===== src/pmc_cfg.svh =====
// Constants for the PLL miscellaneous control register block.
// Assumes inclusion by bare name from the package and design modules.
//
// Behaviour
// - Bit 7 set routes EEPROM status to pin.
// - Bit 7 clear: pin follows six-bit selection.
// - Bit 6 enables crystal maintaining amplifier.
// - Bit 5 enables reference input doubler.
// - Bit 4 set freezes PLL status readback.
// - Bit 3 clear: holdover reads lock pin as high.
// - Bit 3 set: holdover uses lock comparator.
// - Bit 3 set: comparator observable on pins.
// - Bit 1 set: sync pin governs holdover.
// - Bit 0 enables internal holdover function.
`ifndef PMC_CFG_SVH
`define PMC_CFG_SVH

// ****************************************
// Register map
// ****************************************
`define PMC_ADDR_W 10
`define PMC_DATA_W 8
`define PMC_OFS_STATUS_CTRL 10'h017
`define PMC_OFS_MISC_CTRL 10'h01D
`define PMC_OFS_PLL_STATUS 10'h01F

// ****************************************
// Misc control fields and reset
// ****************************************
`define PMC_BIT_EEPROM_STATUS 7
`define PMC_BIT_XTAL_AMP 6
`define PMC_BIT_DOUBLER 5
`define PMC_BIT_STATUS_FREEZE 4
`define PMC_BIT_LD_CMP 3
`define PMC_BIT_UNUSED 2
`define PMC_BIT_EXT_HOLD 1
`define PMC_BIT_HOLD_EN 0
`define PMC_MISC_RESET 8'h80
`define PMC_MISC_WMASK 8'hFB

// ****************************************
// Status pin selection
// ****************************************
`define PMC_SEL_W 6
`define PMC_SEL_LD_CMP 6'h3F

`endif


===== src/pmc_pkg.sv =====
// Types shared by the PLL miscellaneous control block.
// Assumes pmc_cfg.svh is on the include path.
`include "pmc_cfg.svh"

package pmc_pkg;

   // Holdover controller states, one-hot
   typedef enum logic [2:0] {
      PMC_HC_TRACK = 3'b001,
      PMC_HC_HOLD = 3'b010,
      PMC_HC_EXT = 3'b100
   } pmc_hold_state_t;

   typedef logic [`PMC_DATA_W-1:0] pmc_byte_t;

endpackage


===== src/pmc_hold_if.sv =====
// Carrier between the register top and the holdover controller.
// Assumes both ends share the block clock.
`timescale 1ns/1ns

interface pmc_hold_if;
   logic hold_en;
   logic ext_mode;
   logic lock_seen;
   logic sync_hold_req;
   logic ref_bad;
   logic holdover;

   modport ctrl (
      output hold_en,
      output ext_mode,
      output lock_seen,
      output sync_hold_req,
      output ref_bad,
      input holdover
   );

   modport hold (
      input hold_en,
      input ext_mode,
      input lock_seen,
      input sync_hold_req,
      input ref_bad,
      output holdover
   );
endinterface


===== src/pmc_holdover.sv =====
// Holdover controller: automatic, pin-driven or off.
// Assumes inputs synchronous to clk, driven by pmc_top.
`timescale 1ns/1ns

module pmc_holdover
   import pmc_pkg::*;
(
   // Clock and reset
   input wire logic clk,
   input wire logic rstn,
   // Control from the register top
   pmc_hold_if.hold hif
);

   // ****************************************
   // State
   // ****************************************
   pmc_hold_state_t state_q, state_d;
   logic hold_q, hold_d;
   logic locked_q, locked_d;

   always_comb begin
      state_d = state_q;
      hold_d = hold_q;
      locked_d = locked_q;
      case (state_q)
         PMC_HC_TRACK: begin
            hold_d = 1'b0;
            locked_d = hif.lock_seen;
            if (hif.ext_mode) begin
               state_d = PMC_HC_EXT;
            end else if (hif.hold_en && hif.ref_bad && locked_q) begin
               state_d = PMC_HC_HOLD;
               hold_d = 1'b1;
            end
         end
         PMC_HC_HOLD: begin
            hold_d = 1'b1;
            if (hif.ext_mode) begin
               state_d = PMC_HC_EXT;
            end else if (!hif.hold_en || !hif.ref_bad) begin
               state_d = PMC_HC_TRACK;
               hold_d = 1'b0;
            end
         end
         PMC_HC_EXT: begin
            hold_d = hif.sync_hold_req;
            if (!hif.ext_mode) begin
               state_d = PMC_HC_TRACK;
               hold_d = 1'b0;
            end
         end
         default: begin
            state_d = PMC_HC_TRACK;
            hold_d = 1'b0;
         end
      endcase
   end

   always_ff @(posedge clk or negedge rstn) begin
      if (!rstn) begin
         state_q <= PMC_HC_TRACK;
         hold_q <= 1'b0;
         locked_q <= 1'b0;
      end else begin
         state_q <= state_d;
         hold_q <= hold_d;
         locked_q <= locked_d;
      end
   end

   assign hif.holdover = hold_q;

endmodule // pmc_holdover


===== src/pmc_top.sv =====
// PLL miscellaneous control register and the logic it steers.
// Assumes a serial port decoder presents parallel register cycles
// synchronous to clk; status control field arrives from its own register.
`timescale 1ns/1ns
`include "pmc_cfg.svh"

module pmc_top
   import pmc_pkg::*;
#(
   parameter int SRC_N = 64
)
(
   // Clock and reset
   input wire logic clk,
   input wire logic rstn,
   // Register access from the serial control port
   input wire logic reg_wr_en,
   input wire logic reg_rd_en,
   input wire logic [`PMC_ADDR_W-1:0] reg_addr,
   input wire logic [`PMC_DATA_W-1:0] reg_wdata,
   output logic [`PMC_DATA_W-1:0] reg_rdata_q,
   output logic reg_rd_valid_q,
   // Status pin
   input wire logic eeprom_status,
   input wire logic [`PMC_SEL_W-1:0] status_sel,
   input wire logic [SRC_N-1:0] status_src,
   output logic status_pin_q,
   // Reference input analog controls
   output logic crystal_maintaining_amp_en_q,
   output logic ref_doubler_en_q,
   // PLL status readback
   input wire logic [`PMC_DATA_W-1:0] pll_status_live,
   output logic pll_status_frozen_q,
   // Lock detect comparator
   input wire logic lock_detect_pin,
   output logic ld_cmp_mon_q,
   // Holdover
   input wire logic sync_hold_req,
   input wire logic ref_bad,
   output logic holdover_active_q
);

   // ****************************************
   // Address decode helper
   // ****************************************
   function automatic logic pmc_hit(input logic [`PMC_ADDR_W-1:0] a,
                                    input logic [`PMC_ADDR_W-1:0] ofs);
      pmc_hit = (a == ofs);
   endfunction

   // ****************************************
   // Misc control register
   // ****************************************
   pmc_byte_t misc_q, misc_d;

   always_comb begin
      misc_d = misc_q;
      if (reg_wr_en && pmc_hit(reg_addr, `PMC_OFS_MISC_CTRL)) begin
         // Unused bit is never stored
         misc_d = reg_wdata & `PMC_MISC_WMASK;
      end
   end

   always_ff @(posedge clk or negedge rstn) begin
      if (!rstn) begin
         misc_q <= `PMC_MISC_RESET;
      end else begin
         misc_q <= misc_d;
      end
   end

   // ****************************************
   // Field views
   // ****************************************
   logic f_eeprom;
   logic f_xtal;
   logic f_dbl;
   logic f_freeze;
   logic f_ldcmp;
   logic f_ext;
   logic f_hold;

   assign f_eeprom = misc_q[`PMC_BIT_EEPROM_STATUS];
   assign f_xtal = misc_q[`PMC_BIT_XTAL_AMP];
   assign f_dbl = misc_q[`PMC_BIT_DOUBLER];
   assign f_freeze = misc_q[`PMC_BIT_STATUS_FREEZE];
   assign f_ldcmp = misc_q[`PMC_BIT_LD_CMP];
   assign f_ext = misc_q[`PMC_BIT_EXT_HOLD];
   assign f_hold = misc_q[`PMC_BIT_HOLD_EN];

   // ****************************************
   // Lock detect comparator
   // ****************************************
   logic ld_cmp;
   logic lock_seen;

   // Comparator off reads as zero for observation
   assign ld_cmp = f_ldcmp & lock_detect_pin;
   // Holdover sees a true high when comparator is off
   assign lock_seen = f_ldcmp ? lock_detect_pin : 1'b1;

   // ****************************************
   // Status pin source
   // ****************************************
   logic sel_src;
   logic status_d;

   always_comb begin
      if (status_sel == `PMC_SEL_LD_CMP) begin
         sel_src = ld_cmp;
      end else if (int'(status_sel) < SRC_N) begin
         sel_src = status_src[status_sel];
      end else begin
         sel_src = 1'b0;
      end
      status_d = f_eeprom ? eeprom_status : sel_src;
   end

   // ****************************************
   // PLL status readback
   // ****************************************
   pmc_byte_t pll_stat_q, pll_stat_d;

   always_comb begin
      pll_stat_d = pll_stat_q;
      if (!f_freeze) begin
         pll_stat_d = pll_status_live;
      end
   end

   always_ff @(posedge clk or negedge rstn) begin
      if (!rstn) begin
         pll_stat_q <= '0;
      end else begin
         pll_stat_q <= pll_stat_d;
      end
   end

   // ****************************************
   // Read port
   // ****************************************
   pmc_byte_t rdata_d;
   logic rd_valid_d;

   always_comb begin
      rdata_d = reg_rdata_q;
      rd_valid_d = reg_rd_en;
      if (reg_rd_en) begin
         if (pmc_hit(reg_addr, `PMC_OFS_MISC_CTRL)) begin
            rdata_d = misc_q;
         end else if (pmc_hit(reg_addr, `PMC_OFS_PLL_STATUS)) begin
            rdata_d = pll_stat_q;
         end else begin
            rdata_d = '0;
         end
      end
   end

   always_ff @(posedge clk or negedge rstn) begin
      if (!rstn) begin
         reg_rdata_q <= '0;
         reg_rd_valid_q <= 1'b0;
      end else begin
         reg_rdata_q <= rdata_d;
         reg_rd_valid_q <= rd_valid_d;
      end
   end

   // ****************************************
   // Holdover controller
   // ****************************************
   pmc_hold_if hif ();

   assign hif.hold_en = f_hold;
   assign hif.ext_mode = f_ext;
   assign hif.lock_seen = lock_seen;
   assign hif.sync_hold_req = sync_hold_req;
   assign hif.ref_bad = ref_bad;

   pmc_holdover u_hold (
      .clk (clk),
      .rstn (rstn),
      .hif (hif)
   );

   // ****************************************
   // Output registers
   // ****************************************
   logic xtal_d;
   logic dbl_d;
   logic frozen_d;
   logic ldmon_d;
   logic hold_d;

   always_comb begin
      xtal_d = f_xtal;
      dbl_d = f_dbl;
      frozen_d = f_freeze;
      ldmon_d = ld_cmp;
      hold_d = hif.holdover;
   end

   always_ff @(posedge clk or negedge rstn) begin
      if (!rstn) begin
         status_pin_q <= 1'b0;
         crystal_maintaining_amp_en_q <= 1'b0;
         ref_doubler_en_q <= 1'b0;
         pll_status_frozen_q <= 1'b0;
         ld_cmp_mon_q <= 1'b0;
         holdover_active_q <= 1'b0;
      end else begin
         status_pin_q <= status_d;
         crystal_maintaining_amp_en_q <= xtal_d;
         ref_doubler_en_q <= dbl_d;
         pll_status_frozen_q <= frozen_d;
         ld_cmp_mon_q <= ldmon_d;
         holdover_active_q <= hold_d;
      end
   end

endmodule // pmc_top


===== config.mk =====
export PLATFORM = sky130hd
export DESIGN_NAME = pmc_top
export DESIGN_NICKNAME = d
export VERILOG_FILES = /design/src/pmc_pkg.sv /design/src/pmc_hold_if.sv /design/src/pmc_holdover.sv /design/src/pmc_top.sv
export VERILOG_INCLUDE_DIRS = /design/src
export SDC_FILE = /design/constraint.sdc
export NUM_CORES = 1
export LEC_CHECK = 0
export ABC_CLOCK_PERIOD_IN_PS = 1490
export BUFFER_PORTS_ARGS = -buffer_cell sky130_fd_sc_hd__clkbuf_2
export CORE_MARGIN = 2
export CORE_UTILIZATION = 45
export CTS_BUF_LIST = sky130_fd_sc_hd__clkbuf_2
export DETAILED_ROUTE_END_ITERATION = 10
export GPL_ROUTABILITY_DRIVEN = 0
export PLACE_DENSITY = 0.83
export SLEW_MARGIN = 20
export SYNTH_ARGS = -nofsm -noshare
export SYNTH_HDL_FRONTEND = slang
export SYNTH_SLANG_ARGS = --single-unit

===== constraint.sdc =====
create_clock -name clk -period 1.49 [get_ports clk]
set_clock_uncertainty 0.1 [all_clocks]
set_input_delay 0.0745 -clock clk [delete_from_list [all_inputs] [get_ports clk]]
set_output_delay 0.0745 -clock clk [all_outputs]
set_load 0.005 [all_outputs]

## After elaboration in Yosys (flattened, before gate mapping)

Cells that the tools add are included.

| word-level totals | value |
|---|---|
| register bits after elaboration | 35 |
| memories | 0 |
| output and inout bits | 15 |
| input port bits | 104 |
| latch bits | 0 |
| memory bits (writable) | 0 |
| bits in read-only memories | 0 |
| word-level logic and storage cells | 50 |

| operators by class | value |
|---|---|
| mux-type cells | 19 |
| add/subtract/negate cells | 0 |
| reductions and logical operators | 7 |
| eq/ne operators | 9 |
| $mul | 0 |
| magnitude comparators | 1 |
| shift-type cells | 0 |
| divide/modulo/power cells | 0 |
| bitwise operators | 1 |

Operators with widths:

| operator | number |
|---|---|
| $eq 10x5->1 const B | 2 |
| $mux 8 | 2 |
| $mux 3 | 5 |
| $mux 1 | 9 |
| $pmux 3 s3 | 1 |
| $lt 6x7->1 const B | 1 |
| $bmux 1 s6 | 1 |
| $eq 6x6->1 const B | 1 |
| $ne 3x2->1 const B | 2 |
| $eq 3x1->1 const B | 1 |
| $eq 3x2->1 const B | 1 |
| $eq 3x3->1 const B | 1 |
| $logic_and 1x1->1 | 3 |
| $pmux 1 s3 | 1 |
| $reduce_and 3->1 | 1 |
| $logic_not 1->1 | 2 |
| $ne 2x2->1 const B | 1 |
| $and 1x1->1 | 1 |
| $logic_or 1x1->1 | 1 |

## Depth between registers and ports, before layout

| logic depth | value |
|---|---|
| depth after elaboration | 5 |
| gate-level depth with buffers | 7 |
| mapped depth without buffers | 5 |

## Cells and area by module

A second synthesis with hierarchy kept.

| unflattened totals | value |
|---|---|
| cells, all modules | 158 |
| area, all modules | 2035.7 um2 |

By module, submodules not included:

| module | cells an instance | seq. area each (um2) | area an instance (um2) | times used |
|---|---|---|---|---|
| pmc_top | 129 | 752.0 | 1752.9 | 1 |
| pmc_holdover | 29 | 126.4 | 282.8 | 1 |

## Worst setup path before layout

Ideal clock, no wire load.

| timing path | value |
|---|---|
| kind | input to register |
| from | in status_sel[0] |
| to | reg status_pin_q |
| cell stages on the path | 6 |
| setup time | 0.136 ns |
| required time | 1.254 ns |
| arrival time | 1.427 ns |
| path slack | -0.173 ns |
| path buffers | 1 |
| cell sequence | buf_6 > mux4_1 > mux4_2 > nor2_1 > a311o_2 > o211ai_2 |

| between the ends | value |
|---|---|
| longest elaborated chain between the ends | 4 |
| elaborated cells on any way between the ends | 5 |
| those cells by class | 1 x eq/ne; 4 x mux |

Ends and longest elaborated chain:

| element | line | RTL |
|---|---|---|
| start, declared | pmc_top.sv:25 | `` input wire logic [`PMC_SEL_W-1:0] status_sel, `` |
| $bmux 1 s6 | pmc_top.sv:112 | `sel_src = status_src[status_sel];` |
| $mux 1 (implied by the code) | pmc_top.sv:112 |  |
| $mux 1 (*) | pmc_top.sv:109 | `` if (status_sel == `PMC_SEL_LD_CMP) begin `` |
| $mux 1 (*) | pmc_top.sv:116 | `status_d = f_eeprom ? eeprom_status : sel_src;` |
| net status_d | pmc_top.sv:106 | `logic status_d;` |
| end signal, assigned | pmc_top.sv:212 | `status_pin_q <= status_d;` |
| end, declared | pmc_top.sv:27 | `output logic status_pin_q,` |

The timed path passes the listed nets; every way through them passes the cells marked *. The select of a mux whose other input is x is not followed.
A chain may end at the register's enable or synchronous reset.

## Worst setup path in the final report

Same ends and word-level chain as after synthesis.

==> run metrics <==
via count=1841; worst hold path class=in2reg; RSZ-0062 raised after global routing=false; Filler Cell Count=just over 300; XOR/XNOR Fraction of Synth Area=0.4481%; Tcrit/Tclk final=96.46%; area delta synth->final=46.73%; share of post-route cells with drive strength above 1=58.78%; multiplexer area fraction after synthesis=32.01%; YS warnings=0; synthesized netlist net count=255; CORE AREA=approximately 0.004 sq mm; Die Wd=~70 um; max cap viols=0; Synth Area in Adders=0%; asr flop ratio synth=between 90% and 100%; status=finished clean; CTS sink cnt=35; DR WL/cell=roughly 15 um; dpl cells=~320; hpwl dp=4039 um; crit end category=register; Static Leak=approximately 1.4 nW; Slew headroom=70.88%; Critical Setup Path Class=in2reg; PortBufs=roughly 120; mean post-synth cell area=12.94 sq um; final std cells w/o fill=roughly 350; chip height=69.90 um; global-route wire length before repair=between 8000 and 9000 um; Compound-Gate Fraction of Synth Area=10.56%; root buffer cell=clkbuf_2; main combinational cell family by area after synthesis=multiplexers; Starting Density=~48%; gr ovfl total=0; Simple-Gate Fraction of Synth Area=8.003%; hold path depth=3; CTS tree=built; Final nets=399; FP Rows=23; most frequent cells in the layout=clkbuf_2, dfrtp_1, dlygate4sd3_1, mux2_2, mux4_2; Initial DRC Count=128; Worst VDD drop=between 0.3 and 0.4 mV; remaining routing DRC violations=0; setup_tns=0 ns; top_reg_cell synth=dfrtp_1; total CTS buffers=5; synth unique cells=35; Total Wirelength=5205 um; clk slew on worst S/H paths=0.15 ns; Slew @ Worst Pin=0.4368 ns; DRT Pass-1 Iters=6; Max Fclk=~0.7 GHz; most common cell after layout, fill and taps aside=clkbuf_2; setup violators final=0; worst reg2reg path depth=3; I/O pin count=119; clock buffer depth=2; Clock Latency Late Sink=0.36 ns; vias in the first global route=just over 2000; Post-synth EDFFs=0; pre-CTS setup slack=-0.3392 ns; fin crit period=~1.4 ns; CTS H-tree lvls=2; die area=about 0.0049 sq mm; crit path max fanout=8; Worst Setup Slack, final=~0.053 ns; postcts setup bufs=0; All-Layer GR Usage=22.15%; initial antenna violation count=0; via/cell ratio=5.321; ANT cells=0; CP Launch Type=input port; fin. max-slew vios=0; antenna viol nets, final=0; final hold vios=0; Data arrival, critical path=1.58 ns; Critical Path RT=approximately 1.6 ns; PD cells=651.0 mW/mm^2; mapped cell area=between 0.0015 and 0.002 sq mm; Seq/Total Area, Yosys=around 45%; largest net degree at the start of global routing=36; register bit total from synthesis=35; cells after synthesis=151
==> worst paths after layout <==
kind | start | to | slack, ns
setup / recovery | status_sel[0] | status_pin_q | 0.05
min in group asynchronous | rstn | reg_rdata_q[2] | 0.16
max in group asynchronous | rstn | u_hold.state_q[0] | 0.78
setup reg to reg | misc_q[3] | status_pin_q | 0.16
hold / removal | status_sel[3] | status_pin_q | 0.08
hold reg to reg | u_hold.hif.holdover | holdover_active_q | 0.27
==> metal layers <==
layer / share of wire [%] / up-vias / routed length, um / GRT usage [%]
met5: 0 / - / 0 / 0
met4: 2.4 / 0 / 126 / 10.26
met3: 6.7 / 13 / 348 / 4.185
met2: 55 / 95 / 2869 / 40.74
met1: 36 / 867 / 1861 / 24.48
li1: - / 866 / - / -
==> critical path, stage by stage <==
cell and delay [ns]:
clkbuf_2 0.22, mux4_2 0.52, mux4_2 0.47, nor2_1 0.11, a311o_2 0.12, o211ai_2 0.06
==> power by group <==
part / switching [W] / total [W] / internal, W
logic: 0.000156 / 0.000434 / 0.000278
registers: 0.0000226 / 0.00101 / 0.000987
clock network: 0.000285 / 0.000424 / 0.000139
==> cells by family after synthesis <==
family                 after synthesis
AO/OA/AOI/OAI                       30
multiplexers                        38
AND/OR/NAND/NOR                     31
XOR/XNOR                             1
flip-flops                          35
buffers and inverters               16
==> flip-flops by register name (all words and copies together) (netlist names), 3 cells and up <==
signal and cells:
pll_stat_q 8, reg_rdata_q 8, misc_q 7, u_hold.state_q 3
==> cell type report <==
cell class,instances,area [sq um],area share [%]
multi-input combinational,100,989.7,34.51
timing repair buffer,148,878.3,30.63
clock buffer,8,40.04,1.396
sequential,35,878.3,30.63
tap,50,62.56,2.182
inverter,5,18.77,0.6545
==> what timing repair did <==
item | 4_1_cts | 5_1_grt
hold buffers | 22 | 0
resized for setup | 0 | 1
hold endpoints to repair | 58 | 0
endpoints found under the setup margin | 0 | 1
==> cells in the mapped netlist, types with 2 or more instances <==
cell type,instances,area [sq um]
nand2_1,6,22.52
inv_1,5,18.77
dfstp_2,2,52.55
nand3b_1,2,15.01
a22oi_1,8,60.06
nand3_1,2,10.01
mux4_1,3,78.83
a21oi_1,10,50.05
mux2_2,17,191.4
nor2_1,12,45.04
mux4_2,14,315.3
dfrtp_1,33,825.8
buf_6,2,22.52
o21ai_0,3,15.01
buf_2,3,15.01
clkbuf_1,6,22.52
nor3b_1,2,15.01
mux2i_1,4,40.04
==> metrics by stage <==
stage,util (%),total power (W),hold WS [ns],cell area (sq um)
final,70.18,0.001867,0.07855,2868
after global placement,63.93,0.001406,0.02562,2613
after detailed placement,63.93,0.001418,0.03012,2613
after floorplan,-,0.001215,-0.3211,1962
after global routing,70.18,0.001974,0.07466,2868
after CTS,70.30,0.001881,0.05909,2873
(Power assumes the default switching activity.)
